==> src/rtct_params.svh <==
// constants for the real-time clock counting core
`ifndef RTCT_PARAMS_SVH
`define RTCT_PARAMS_SVH

`define RTCT_OFF_CONTROL     8'h00
`define RTCT_OFF_SEC_HIGH    8'h04
`define RTCT_OFF_SEC_LOW     8'h08
`define RTCT_OFF_SUBSEC      8'h0c
`define RTCT_OFF_ALARM_HIGH  8'h10
`define RTCT_OFF_ALARM_LOW   8'h14
`define RTCT_OFF_SS_RELOAD   8'h18
`define RTCT_OFF_TRIM        8'h1c

`define RTCT_BIT_RUN         0
`define RTCT_BIT_TOD_EN      1
`define RTCT_BIT_SS_EN       2
`define RTCT_BIT_BUSY        3
`define RTCT_BIT_STABLE      4
`define RTCT_BIT_TOD_FLAG    6
`define RTCT_BIT_SS_FLAG     7
`define RTCT_BIT_ALT_CLK     13
`define RTCT_BIT_UNLOCK      15
`define RTCT_BIT_TRIM_SIGN   5

`define RTCT_PRE_LAST        7'h7f
`define RTCT_PRE_WARN        7'h7e
`define RTCT_ALT_DIV_LAST    7'h7f
`define RTCT_SUB_LAST        8'hff
`define RTCT_TRIM_PERIOD_MSK 4'hf
`define RTCT_ALARM_BITS      20

`endif

==> src/rtct_pkg.sv <==
// types for the real-time clock counting core
`default_nettype none
package rtct_pkg;

    typedef enum logic [1:0] {
        RTCT_PH_IDLE = 2'b01,
        RTCT_PH_ACK  = 2'b10
    } rtct_phase_t;

    typedef struct packed {
        logic [31:0] sec;
        logic [7:0]  sub;
        logic [3:0]  alarm_high;
        logic [15:0] alarm_low;
        logic [15:0] ss_reload;
        logic [15:0] ss_cnt;
        logic        trim_sign;
        logic [4:0]  trim_magnitude;
        logic [4:0]  trim_acc;
        logic        trim_skip;
        logic [6:0]  pre;
        logic [6:0]  alt_div;
        logic        run;
        logic        tod_en;
        logic        ss_en;
        logic        unlock;
        logic        alt_clock_select;
        logic        ss_flag;
        logic        tod_flag;
        logic        stable;
        logic        busy;
        logic        clk32_s1;
        logic        clk32_s2;
        logic        clk32_last;
        rtct_phase_t phase;
        logic        pready;
        logic        pslverr;
        logic [31:0] prdata;
    } rtct_state_t;

endpackage : rtct_pkg
`default_nettype wire

==> src/rtct_core.sv <==
// real-time clock counting core with alarms, trim and an apb register slave
//
// Summary of operation
// - time is an 8-bit sub-second counter cascaded into 32-bit seconds, two halves
// - sub-second counter steps on each 256Hz tick from 32kHz or alternate source
// - each sub-second rollover advances the seconds counter by one
// - count registers writable only while counter stopped and not busy
// - alarm compares its 20 bits with the low 20 seconds bits
// - alarm-high keeps 4 bits, upper 28 bits read as zero
// - alarm registers writable only while alarm disabled and not busy
// - sub-second alarm timer reloads from its register, each reload sets flag
// - sub-second reload register is 16 bits wide
// - reload register writable only while sub-second alarm disabled and not busy
// - trim sign zero adds time, one removes time
// - trim fields always readable, writable only while unlock is set
// - trim magnitude accumulates every 16 seconds
// - accumulator carry adds or removes 128 cycles of the selected source (32kHz or alternate) from the chain
// - power-on reset clears all but busy, which it sets, and phase, which it loads idle; system reset keeps count and trim
// - alarm flag sets when low 20 seconds bits equal the alarm value
// - busy rises on count write or enable change, clears on the next tick of the selected source (32kHz or alternate)
// - stable flag clears just before a chain update and sets after it
// - chain ticks only while run enable is set, holds otherwise
//
// The implementer's own choices: the APB interface to the registers and the register offsets.
`timescale 1ns/1ps
`default_nettype none
`include "rtct_params.svh"

module rtct_core (
    input  wire logic        pclk,
    input  wire logic        presetn,
    input  wire logic        sys_reset,
    input  wire logic        clk32_in,
    input  wire logic        psel,
    input  wire logic        penable,
    input  wire logic        pwrite,
    input  wire logic [7:0]  paddr,
    input  wire logic [31:0] pwdata,
    output logic             pready,
    output logic [31:0]      prdata,
    output logic             pslverr,
    output logic             tod_alarm_flag,
    output logic             subsecond_alarm_flag
);
    import rtct_pkg::*;

    rtct_state_t st_reg;
    rtct_state_t st_next;

    // true when the address is one of the mapped words
    function automatic logic addr_mapped(input logic [7:0] a);
        addr_mapped = (a == `RTCT_OFF_CONTROL) || (a == `RTCT_OFF_SEC_HIGH) ||
                      (a == `RTCT_OFF_SEC_LOW) || (a == `RTCT_OFF_SUBSEC) ||
                      (a == `RTCT_OFF_ALARM_HIGH) || (a == `RTCT_OFF_ALARM_LOW) ||
                      (a == `RTCT_OFF_SS_RELOAD) || (a == `RTCT_OFF_TRIM);
    endfunction : addr_mapped

    function automatic logic [31:0] read_word(input rtct_state_t s, input logic [7:0] a);
        logic [31:0] w;
        w = 32'h0000_0000;
        case (a)
            `RTCT_OFF_CONTROL: begin
                w[`RTCT_BIT_RUN]      = s.run;
                w[`RTCT_BIT_TOD_EN]   = s.tod_en;
                w[`RTCT_BIT_SS_EN]    = s.ss_en;
                w[`RTCT_BIT_BUSY]     = s.busy;
                w[`RTCT_BIT_STABLE]   = s.stable;
                w[`RTCT_BIT_TOD_FLAG] = s.tod_flag;
                w[`RTCT_BIT_SS_FLAG]  = s.ss_flag;
                w[`RTCT_BIT_ALT_CLK]  = s.alt_clock_select;
                w[`RTCT_BIT_UNLOCK]   = s.unlock;
            end
            `RTCT_OFF_SEC_HIGH:   w[15:0] = s.sec[31:16];
            `RTCT_OFF_SEC_LOW:    w[15:0] = s.sec[15:0];
            `RTCT_OFF_SUBSEC:     w[7:0]  = s.sub;
            `RTCT_OFF_ALARM_HIGH: w[3:0]  = s.alarm_high;
            `RTCT_OFF_ALARM_LOW:  w[15:0] = s.alarm_low;
            `RTCT_OFF_SS_RELOAD:  w[15:0] = s.ss_reload;
            `RTCT_OFF_TRIM: begin
                w[`RTCT_BIT_TRIM_SIGN] = s.trim_sign;
                w[4:0]                 = s.trim_magnitude;
            end
            default:              w = 32'h0000_0000;
        endcase
        read_word = w;
    endfunction : read_word

    logic        setup;
    logic        wr;
    logic        tick32;
    logic        tick256;
    logic        sec_step;
    logic [31:0] sec_inc;
    logic [5:0]  trim_sum;
    logic        trim_carry;
    logic        ss_reload_ev;
    logic        tod_match_ev;
    logic        cnt_wr_ok;
    logic        new_run;
    logic        new_tod_en;
    logic        new_ss_en;

    always_comb begin
        st_next = st_reg;
        setup   = psel && !penable;
        wr      = psel && penable && pwrite && st_reg.pready;

        // pin is foreign to pclk: two flops before any logic looks at it
        st_next.clk32_s1   = clk32_in;
        st_next.clk32_s2   = st_reg.clk32_s1;
        st_next.clk32_last = st_reg.clk32_s2;

        // alternate source is pclk divided by 128, kept as a one-cycle enable
        st_next.alt_div = st_reg.alt_div + 7'h01;
        tick32 = st_reg.alt_clock_select ? (st_reg.alt_div == `RTCT_ALT_DIV_LAST)
                                         : (st_reg.clk32_s2 && !st_reg.clk32_last);

        // 256Hz tick: every 128th source cycle, only while running
        tick256 = 1'b0;
        if (st_reg.run && tick32) begin
            st_next.pre = st_reg.pre + 7'h01;
            tick256     = (st_reg.pre == `RTCT_PRE_LAST);
        end

        // negative trim swallows one tick (128 source cycles)
        if (tick256 && st_reg.trim_skip) begin
            tick256           = 1'b0;
            st_next.trim_skip = 1'b0;
            st_next.stable    = 1'b1;   // swallowed tick still ends the window
        end

        // stable flag drops one source cycle ahead of the update
        if (st_reg.run && tick32 && st_reg.pre == `RTCT_PRE_WARN) begin
            st_next.stable = 1'b0;
        end

        // synchronous chain, every bit moves on the same edge
        sec_step = 1'b0;
        sec_inc  = st_reg.sec + 32'h0000_0001;
        if (tick256) begin
            st_next.sub    = st_reg.sub + 8'h01;
            st_next.stable = 1'b1;
            if (st_reg.sub == `RTCT_SUB_LAST) begin
                sec_step    = 1'b1;
                st_next.sec = sec_inc;
            end
        end

        // trim accumulates each time the seconds pass a multiple of 16
        trim_sum   = {1'b0, st_reg.trim_acc} + {1'b0, st_reg.trim_magnitude};
        trim_carry = 1'b0;
        if (sec_step && (sec_inc[3:0] & `RTCT_TRIM_PERIOD_MSK) == 4'h0) begin
            st_next.trim_acc = trim_sum[4:0];
            trim_carry       = trim_sum[5];
        end
        if (trim_carry) begin
            if (st_reg.trim_sign) begin
                st_next.trim_skip = 1'b1;
            end else begin
                // positive trim: step the sub-second counter one extra 256Hz period
                st_next.sub = st_next.sub + 8'h01;
            end
        end

        // sub-second alarm timer: counts 256Hz ticks, reloads at zero
        ss_reload_ev = 1'b0;
        if (st_reg.ss_en && tick256) begin
            if (st_reg.ss_cnt == 16'h0000) begin
                st_next.ss_cnt = st_reg.ss_reload;
                ss_reload_ev   = 1'b1;
            end else begin
                st_next.ss_cnt = st_reg.ss_cnt - 16'h0001;
            end
        end

        // time-of-day alarm on the new seconds value
        tod_match_ev = st_reg.tod_en && sec_step &&
                       (sec_inc[`RTCT_ALARM_BITS-1:0] ==
                        {st_reg.alarm_high, st_reg.alarm_low});

        // busy is released by the first source edge after it was raised
        if (tick32) begin
            st_next.busy = 1'b0;
        end

        // apb slave: zero wait states, answer registered in the setup cycle
        st_next.pready  = 1'b0;
        st_next.phase   = RTCT_PH_IDLE;
        if (setup) begin
            st_next.pready  = 1'b1;
            st_next.phase   = RTCT_PH_ACK;
            st_next.pslverr = !addr_mapped(paddr);
            st_next.prdata  = pwrite ? 32'h0000_0000 : read_word(st_reg, paddr);
        end else begin
            st_next.pslverr = 1'b0;
        end

        cnt_wr_ok  = !st_reg.run && !st_reg.busy;
        new_run    = st_reg.run;
        new_tod_en = st_reg.tod_en;
        new_ss_en  = st_reg.ss_en;
        if (wr) begin
            case (paddr)
                `RTCT_OFF_CONTROL: begin
                    // run only moves while unlocked; the source only while stopped
                    if (st_reg.unlock) begin
                        new_run = pwdata[`RTCT_BIT_RUN];
                    end
                    if (!st_reg.run) begin
                        st_next.alt_clock_select = pwdata[`RTCT_BIT_ALT_CLK];
                    end
                    new_tod_en     = pwdata[`RTCT_BIT_TOD_EN];
                    new_ss_en      = pwdata[`RTCT_BIT_SS_EN];
                    st_next.unlock = pwdata[`RTCT_BIT_UNLOCK];
                    if (!pwdata[`RTCT_BIT_TOD_FLAG]) begin
                        st_next.tod_flag = 1'b0;
                    end
                    if (!pwdata[`RTCT_BIT_SS_FLAG]) begin
                        st_next.ss_flag = 1'b0;
                    end
                    if (!pwdata[`RTCT_BIT_STABLE] && !tick256) begin
                        st_next.stable = 1'b0;
                    end
                end
                `RTCT_OFF_SEC_HIGH: if (cnt_wr_ok) begin
                    st_next.sec[31:16] = pwdata[15:0];
                    st_next.busy       = 1'b1;
                end
                `RTCT_OFF_SEC_LOW: if (cnt_wr_ok) begin
                    st_next.sec[15:0] = pwdata[15:0];
                    st_next.busy      = 1'b1;
                end
                `RTCT_OFF_SUBSEC: if (cnt_wr_ok) begin
                    st_next.sub  = pwdata[7:0];
                    st_next.busy = 1'b1;
                end
                `RTCT_OFF_ALARM_HIGH: if (!st_reg.tod_en && !st_reg.busy) begin
                    st_next.alarm_high = pwdata[3:0];
                end
                `RTCT_OFF_ALARM_LOW: if (!st_reg.tod_en && !st_reg.busy) begin
                    st_next.alarm_low = pwdata[15:0];
                end
                `RTCT_OFF_SS_RELOAD: if (!st_reg.ss_en && !st_reg.busy) begin
                    st_next.ss_reload = pwdata[15:0];
                end
                `RTCT_OFF_TRIM: if (st_reg.unlock) begin
                    st_next.trim_sign      = pwdata[`RTCT_BIT_TRIM_SIGN];
                    st_next.trim_magnitude = pwdata[4:0];
                end
                default: begin
                end
            endcase
        end
        if (new_run != st_reg.run || new_tod_en != st_reg.tod_en ||
            new_ss_en != st_reg.ss_en) begin
            st_next.busy = 1'b1;
        end
        st_next.run    = new_run;
        st_next.tod_en = new_tod_en;
        st_next.ss_en  = new_ss_en;
        // re-arming the sub-second timer starts it from the reload value
        if (new_ss_en && !st_reg.ss_en) begin
            st_next.ss_cnt = st_reg.ss_reload;
        end

        // hardware set wins over a software clear in the same cycle
        if (ss_reload_ev) begin
            st_next.ss_flag = 1'b1;
        end
        if (tod_match_ev) begin
            st_next.tod_flag = 1'b1;
        end

        // system reset: count and trim survive, handshake state restarts
        if (sys_reset) begin
            st_next.busy    = 1'b1;
            st_next.stable  = 1'b0;
            st_next.unlock  = 1'b0;
            st_next.pready  = 1'b0;
            st_next.pslverr = 1'b0;
            st_next.phase   = RTCT_PH_IDLE;
        end
    end

    always_ff @(posedge pclk or negedge presetn) begin
        if (!presetn) begin
            st_reg       <= '0;
            st_reg.busy  <= 1'b1;
            st_reg.phase <= RTCT_PH_IDLE;
        end else begin
            st_reg <= st_next;
        end
    end

    assign pready               = st_reg.pready;
    assign prdata               = st_reg.prdata;
    assign pslverr              = st_reg.pslverr;
    assign tod_alarm_flag       = st_reg.tod_flag;
    assign subsecond_alarm_flag = st_reg.ss_flag;

    a_count_write_lock: assert property (@(posedge pclk) disable iff (!presetn)
        (wr && paddr == `RTCT_OFF_SUBSEC && (st_reg.run || st_reg.busy) && !tick256
         && !trim_carry && !sys_reset) |=> st_reg.sub == $past(st_reg.sub))
        else $error("sub-second count changed by a locked write");

    a_run_hold: assert property (@(posedge pclk) disable iff (!presetn)
        (!st_reg.run && !(wr && paddr == `RTCT_OFF_SUBSEC) && !sys_reset)
        |=> st_reg.sub == $past(st_reg.sub))
        else $error("sub-second count moved while stopped");

    a_sec_carry: assert property (@(posedge pclk) disable iff (!presetn)
        (tick256 && st_reg.sub == `RTCT_SUB_LAST && !wr)
        |=> st_reg.sec == $past(st_reg.sec) + 32'h0000_0001)
        else $error("seconds did not advance on sub-second rollover");

    a_alarm_high_zero: assert property (@(posedge pclk) disable iff (!presetn)
        (setup && !pwrite && paddr == `RTCT_OFF_ALARM_HIGH) |=> prdata[31:4] == 28'h0)
        else $error("alarm-high reserved bits not zero");

    a_tod_flag_set: assert property (@(posedge pclk) disable iff (!presetn)
        tod_match_ev && !sys_reset |=> st_reg.tod_flag)
        else $error("time-of-day flag missed a match");

    a_ss_reload_flag: assert property (@(posedge pclk) disable iff (!presetn)
        ss_reload_ev |=> st_reg.ss_flag && st_reg.ss_cnt == $past(st_reg.ss_reload))
        else $error("sub-second reload did not set the flag");

    a_trim_lock: assert property (@(posedge pclk) disable iff (!presetn)
        (wr && paddr == `RTCT_OFF_TRIM && !st_reg.unlock)
        |=> st_reg.trim_magnitude == $past(st_reg.trim_magnitude))
        else $error("trim written while locked");

    a_busy_on_write: assert property (@(posedge pclk) disable iff (!presetn)
        (wr && paddr == `RTCT_OFF_SEC_LOW && cnt_wr_ok) |=> st_reg.busy)
        else $error("busy not raised by a count write");

    a_stable_drop: assert property (@(posedge pclk) disable iff (!presetn)
        (st_reg.run && tick32 && st_reg.pre == `RTCT_PRE_WARN && !sys_reset)
        |=> !st_reg.stable)
        else $error("stable flag not cleared before update");

    a_apb_answer: assert property (@(posedge pclk) disable iff (!presetn)
        (setup && !sys_reset) |=> st_reg.pready ##1 !st_reg.pready)
        else $error("apb answer not one cycle after setup");

    a_alarm_lock: assert property (@(posedge pclk) disable iff (!presetn)
        (wr && paddr == `RTCT_OFF_ALARM_HIGH && (st_reg.tod_en || st_reg.busy))
        |=> st_reg.alarm_high == $past(st_reg.alarm_high))
        else $error("alarm written while locked");

    a_reload_lock: assert property (@(posedge pclk) disable iff (!presetn)
        (wr && paddr == `RTCT_OFF_SS_RELOAD && (st_reg.ss_en || st_reg.busy))
        |=> st_reg.ss_reload == $past(st_reg.ss_reload))
        else $error("sub-second reload written while locked");

    a_trim_period: assert property (@(posedge pclk) disable iff (!presetn)
        (!sec_step || (sec_inc[3:0] & `RTCT_TRIM_PERIOD_MSK) != 4'h0)
        |=> st_reg.trim_acc == $past(st_reg.trim_acc))
        else $error("trim accumulated off the 16 second boundary");

    a_trim_add: assert property (@(posedge pclk) disable iff (!presetn)
        (trim_carry && !st_reg.trim_sign) |=> st_reg.sub == 8'h01)
        else $error("positive trim did not add a sub-second step");

    a_trim_skip: assert property (@(posedge pclk) disable iff (!presetn)
        (trim_carry && st_reg.trim_sign) |=> st_reg.trim_skip)
        else $error("negative trim did not arm a skipped tick");

    a_sys_keep: assert property (@(posedge pclk) disable iff (!presetn)
        (sys_reset && !sec_step && !wr)
        |=> st_reg.sec == $past(st_reg.sec)
            && st_reg.trim_magnitude == $past(st_reg.trim_magnitude))
        else $error("system reset disturbed count or trim");

    a_busy_release: assert property (@(posedge pclk) disable iff (!presetn)
        (st_reg.busy && tick32 && !wr && !sys_reset) |=> !st_reg.busy)
        else $error("busy not released by a source tick");

endmodule : rtct_core
`default_nettype wire

==> config.mk <==
export PLATFORM = sky130hd
export DESIGN_NAME = rtct_core
export DESIGN_NICKNAME = d
export VERILOG_FILES = /design/src/rtct_pkg.sv /design/src/rtct_core.sv
export VERILOG_INCLUDE_DIRS = /design/src
export SDC_FILE = /design/constraint.sdc
export NUM_CORES = 1
export LEC_CHECK = 0
export ABC_AREA = 1
export BUFFER_PORTS_ARGS = -buffer_cell sky130_fd_sc_hd__buf_2
export CAP_MARGIN = 5
export CORE_ASPECT_RATIO = 0.9
export CORE_MARGIN = 4
export CORE_UTILIZATION = 40
export DETAILED_ROUTE_END_ITERATION = 6
export SLEW_MARGIN = 40
export SYNTH_ARGS = -nofsm -noshare
export SYNTH_HDL_FRONTEND = slang
export SYNTH_SLANG_ARGS = --single-unit
==> constraint.sdc <==
create_clock -name pclk -period 2.8 [get_ports pclk]
set_input_delay 0.28 -clock pclk [delete_from_list [all_inputs] [get_ports pclk]]
set_output_delay 0.28 -clock pclk [all_outputs]
set_load 0.03 [all_outputs]
# After elaboration in Yosys (flattened, before gate mapping)

Cells that the tools add are included.

Bitwise logic cells: 1
$add $sub $neg: 7
Reduce and logical (&&, ||, !) cells: 54
Multiplexer cells: 67
Equality and inequality tests: 17

Operators with widths:

| kind                    | count |
|---|---|
| $mux W16                | 12 |
| $mux W76                | 1 |
| $mux W40                | 1 |
| $mux W1                 | 34 |
| $add A32 B1 Y32 const B | 1 |
| $eq A8 B5 Y1 const B    | 4 |
| $mux W32                | 1 |
| $mux W8                 | 4 |
| $pmux W4 S8             | 1 |
| $eq A7 B7 Y1 const B    | 3 |
| $reduce_and A3 Y1       | 7 |
| $eq A20 B20 Y1          | 1 |
| $pmux W5 S4             | 1 |
| $logic_and A1 B1 Y1     | 17 |
| $add A8 B1 Y8 const B   | 2 |
| $eq A8 B4 Y1 const B    | 2 |
| $logic_not A16 Y1       | 1 |
| $sub A16 B1 Y16 const B | 1 |
| $add A7 B1 Y7 const B   | 2 |
| $reduce_bool A2 Y1      | 7 |
| $pmux W2 S6             | 1 |
| $pmux W1 S5             | 2 |
| $logic_not A1 Y1        | 9 |
| $logic_or A1 B1 Y1      | 9 |
| 17 further kinds        | 22 |

Register bits after elaboration: 164
Logic and storage cells: 173
Output and inout bits: 36
Input port bits: 47

# Logic depth before layout (Yosys ltp)

Depth after elaboration: 14
Gate-level depth with buffers: 16
Gate-level depth less buffers: 15

# Least setup slack after synthesis

OpenSTA, ideal clock, no wires.

Path type: input to register
Start: input port paddr[3]
End: register st_reg[81] (netlist name)
Library setup time: 0.130 ns
Stages: 14
Data required time: 2.670 ns
Setup slack: 0.489 ns
Arrival: 2.181 ns
Cell sequence: inv_1 nand3_1 nor2_2 inv_1 nor2_4 o21ai_0 ha_1 inv_1 nand2_1 inv_1 clkbuf_1 nand3_1 o211ai_1 o21ai_0

Cells in the longest elaborated chain, start to end: 5
Elaborated cells between the ends (all ways): 6
Those cells by class: mux (3); reduce/logical (3)

RTL lines:

| element                                               | RTL line         | source |
|---|---|---|
| from (decl)                                           | rtct_core.sv:37  | `input wire logic [7:0] paddr,` |
| $logic_not A8 Y1 (*)                                  | rtct_core.sv:203 | `case (paddr)` |
| $mux W1 (*)                                           | rtct_core.sv:203 |  |
| $mux W1 (*)                                           | rtct_core.sv:202 | `if (wr) begin` |
| named net new_ss_en                                   | rtct_core.sv:101 | `logic new_ss_en;` |
| $logic_and A1 B1 Y1 (*)                               | rtct_core.sv:262 | `if (new_ss_en && !st_reg.ss_en) begin` |
| $mux W16 / $reduce_bool A2 Y1 (equally long branches) | --               |  |
| to (signal assigned)                                  | rtct_core.sv:291 | `st_reg <= st_next;` |
| to (decl)                                             | rtct_core.sv:47  | `rtct_state_t st_reg;` |

Mark *: on every way through the listed nets, which the timed path passes. The rest lies on a longest branch.
A chain may end at the register's enable or synchronous reset.

==> metrics <==
Rows=51; clk slew on worst S/H paths=~0.06 ns; Layout Area Growth over Synthesis=12.1%; worst-skew pair later-pin latency=0.45 ns; pwr dens=about 480 nW/µm²; Mapped Cells=about 1.2k; Synth top area share=40.9%; P_sw=about 1.3 mW; die footprint=24900 µm²; # H-tree levels=4; number of CTS-inserted buffers=17; worst r2r src=st_reg[127]; Req. time, crit path=around 3.1 ns; Synth area leader=dfrtp_1; Hold WC Path Type=in -> reg; CP startpoint kind=flip-flop; fin crit share=88.0%; TNS Setup=0 ns; Clk pwr share=47.8%; Placed Area=9480 µm²; DRT antenna net count=0; Die Ht=roughly 150 µm; Top Ports=83; worst slew pin tran=0.675 ns; RSZ-0062 raised after global routing=no; power consumption=between 4 and 5 mW; drt total wl=27.7 mm; Hold EP=st_reg[165]; ys async rst share=100%; register area=between 3000 and 4000 µm²; fin crit period=2.46 ns; sequential share of power=46.4%; crit end category=flip-flop; Die X=166 µm; commonest non-fill, non-tap cell in the layout=nand2_1; initial DRC count=roughly 820; Worst Hold Launch=pwdata[15]; maximum clock frequency=roughly 410 MHz; share of cells above drive strength 1=just over 10%; global-route wire length before repair=approximately 43 mm; CP bufs+invs=4; post-route design area=approximately 10000 µm²; CTS root buf=clkbuf_16; Pint=3.55 mW; Hold Path Stages=3; nets=1316; PortBufs=50; Inserted Diodes=0; via/cell ratio=roughly 5.3; relative slew slack=between 50% and 60%; Post-Layout Cell Count=roughly 1.6k; post-CTS resize count=0; FF-to-FF setup slack=around 0.34 ns; TritonCTS clock tree=built; skew final=0.0183 ns; CP most frequent cell=nand3_1; initial antenna violation count=0; area of the core=between 20000 and 25000 µm²; maximum number of pins on one net before global-route repair=54; most frequent cells in the layout=nand2_1, inv_1, dfrtp_1, o21ai_0, nor2_1; Ys Warns=0; number of fill cells=between 2k and 2.5k; Clock Path Buffers=2; status=completed; final-report hold violation count=0; Setup Viol. Count Final=0; crit path DAT=between 2 and 3 ns; # placed instances=~1.5k; critical path's slowest cell=dfrtp_1; placer congestion estimate=a little under 1; R2R cell count=14; Tot GR Track Use=~22%; Cell Area, Synth=about 9000 µm²; Largest register FFs=between 100 and 150; switching portion of total power=26.6%; Avg Inst Size Synth=between 7 and 8 µm²; Seq cells post-synth=approximately 150; GRT overflow=0; EDFF count, synth=0; VDD IR-drop max=about 0.3 mV; Synth area leaders=dfrtp_1, nand2_1, o21ai_0; TritonRoute pass-1 iters=6; sequential fraction of the synthesis area=between 40% and 50%; HPWL Detailed=between 20 and 25 mm; fin. max-slew vios=0; max cap viols=0; Comb pwr share=under 10%; vias in the first global route=~7.5k; Vias=just over 8k; top cell family by delay on the critical path=simple AND/OR/NAND/NOR gates; critical path class=reg -> reg; Cell variety after synth=50; clk sinks=between 100 and 150; multi-input logic area=between 4000 and 5000 µm²; routed length per instance=17.8 µm; detailed-route DRC error count=0; Initial Util=a little over 40%; Worst path max stage delay=between 0.4 and 0.5 ns; Critical Path Fanout Max=28; P_leak=around 4.7 nW; worst-path cell chain=ha_1 -> nand3_1 -> nor2_1 -> nand3_1 -> inv_2 -> nand4_4 -> clkinv_4 -> nand2_4 -> inv_2 -> nand2_2 -> nand2_1 -> nand3_1 -> nand2_1 -> inv_1; worst r2r dst=st_reg[126]; top_reg_cell synth=dfrtp_1
==> routing by layer <==
metal	global-route usage [%]	vias up	wire, µm
li1	-	4008	-
met1	34.1	3909	13200
met2	32.1	350	11500
met3	4.10	33	2530
met4	6.06	0	461
met5	0	-	0
==> worst max-delay path by stage <==
stage	startpoint	endpoint	slack, ns	depth (start not counted)
2_1_floorplan	paddr[3]	st_reg[81]	0.49	14
3_3_place_gp	paddr[5]	st_reg[83]	0.41	14
3_5_place_dp	paddr[1]	st_reg[81]	0.31	14
4_1_cts	st_reg[48]	st_reg[127]	0.37	13
5_1_grt	st_reg[48]	st_reg[127]	0.13	14
6_report	st_reg[127]	st_reg[126]	0.34	14
==> cell usage after synthesis, types with 3 or more instances <==
master     count
nand3b_1       4
buf_4         33
nand2_1      289
o21ai_1        4
dfrtp_1      147
nor3_2         3
nand3_1       75
nor4_1         3
clkbuf_1      19
inv_1        157
o2111ai_1      4
o221ai_1       3
a31oi_1        5
xor2_1        35
ha_1          14
a221oi_1       7
o31ai_1        4
nor3_1        23
nor2_2         5
a21oi_1       46
o211ai_1       9
clkinv_1       3
xnor2_1       12
a211oi_1       3
nand4_1       17
inv_2          4
nor2_1        94
o21ai_0      128
buf_2          9
o22ai_1       25
==> worst min-delay path: cells and delay by family <==
kind / cells / cell delay [ns]
buffers and inverters: 1 / 0.08
AOI/OAI and AO/OA: 1 / 0.10
and+or+nand+nor: 1 / 0.04
==> power by group through the flow <==
stage / registers [mW] / logic (mW) / clock network (mW)
4_1_cts: 2.24 / 0.283 / 2.34
5_1_grt: 2.25 / 0.316 / 2.43
2_1_floorplan: 2.27 / 0.164 / 0
6_report: 2.24 / 0.281 / 2.31
3_5_place_dp: 2.28 / 0.281 / 0
3_3_place_gp: 2.28 / 0.277 / 0
==> stage by stage <==
step | utilization (%) | hold slack [ns] | worst slack [ns]
after floorplan | - | -0.0156 | 0.489
after global placement | 43.3 | 0.230 | 0.413
after detailed placement | 43.3 | 0.231 | 0.311
after CTS | 46.1 | 0.0913 | 0.365
after global routing | 46.1 | 0.114 | 0.131
final | 46.1 | 0.101 | 0.336
==> cell families (layout without fill, tap and decap cells) <==
kind of cell,Yosys count,in the layout,synth area share (%)
AOI/OAI and AO/OA,243,243,15.2
DFF,148,148,41.2
and+or+nand+nor,524,524,25.3
buffers and inverters,228,273,11.2
adders and majority gates,15,15,2.17
xor gates and xnor gates,48,48,4.83
other,1,16,0.0417
==> timing repair <==
action,CTS,global route
hold endpoints to repair,39,0
buffers inserted,0,0
hold buffers,2,0
==> layout make-up <==
cell class / instances / share of cell area (%)
Clock buffer: 18 / 4.36
Clock inverter: 14 / 1.44
Inverter: 166 / 6.24
Multi-Input combinational cell: 846 / 43.0
Sequential cell: 148 / 36.8
Tap cell: 291 / 3.61
Timing Repair Buffer: 75 / 4.58
(Power assumes the default switching activity.)
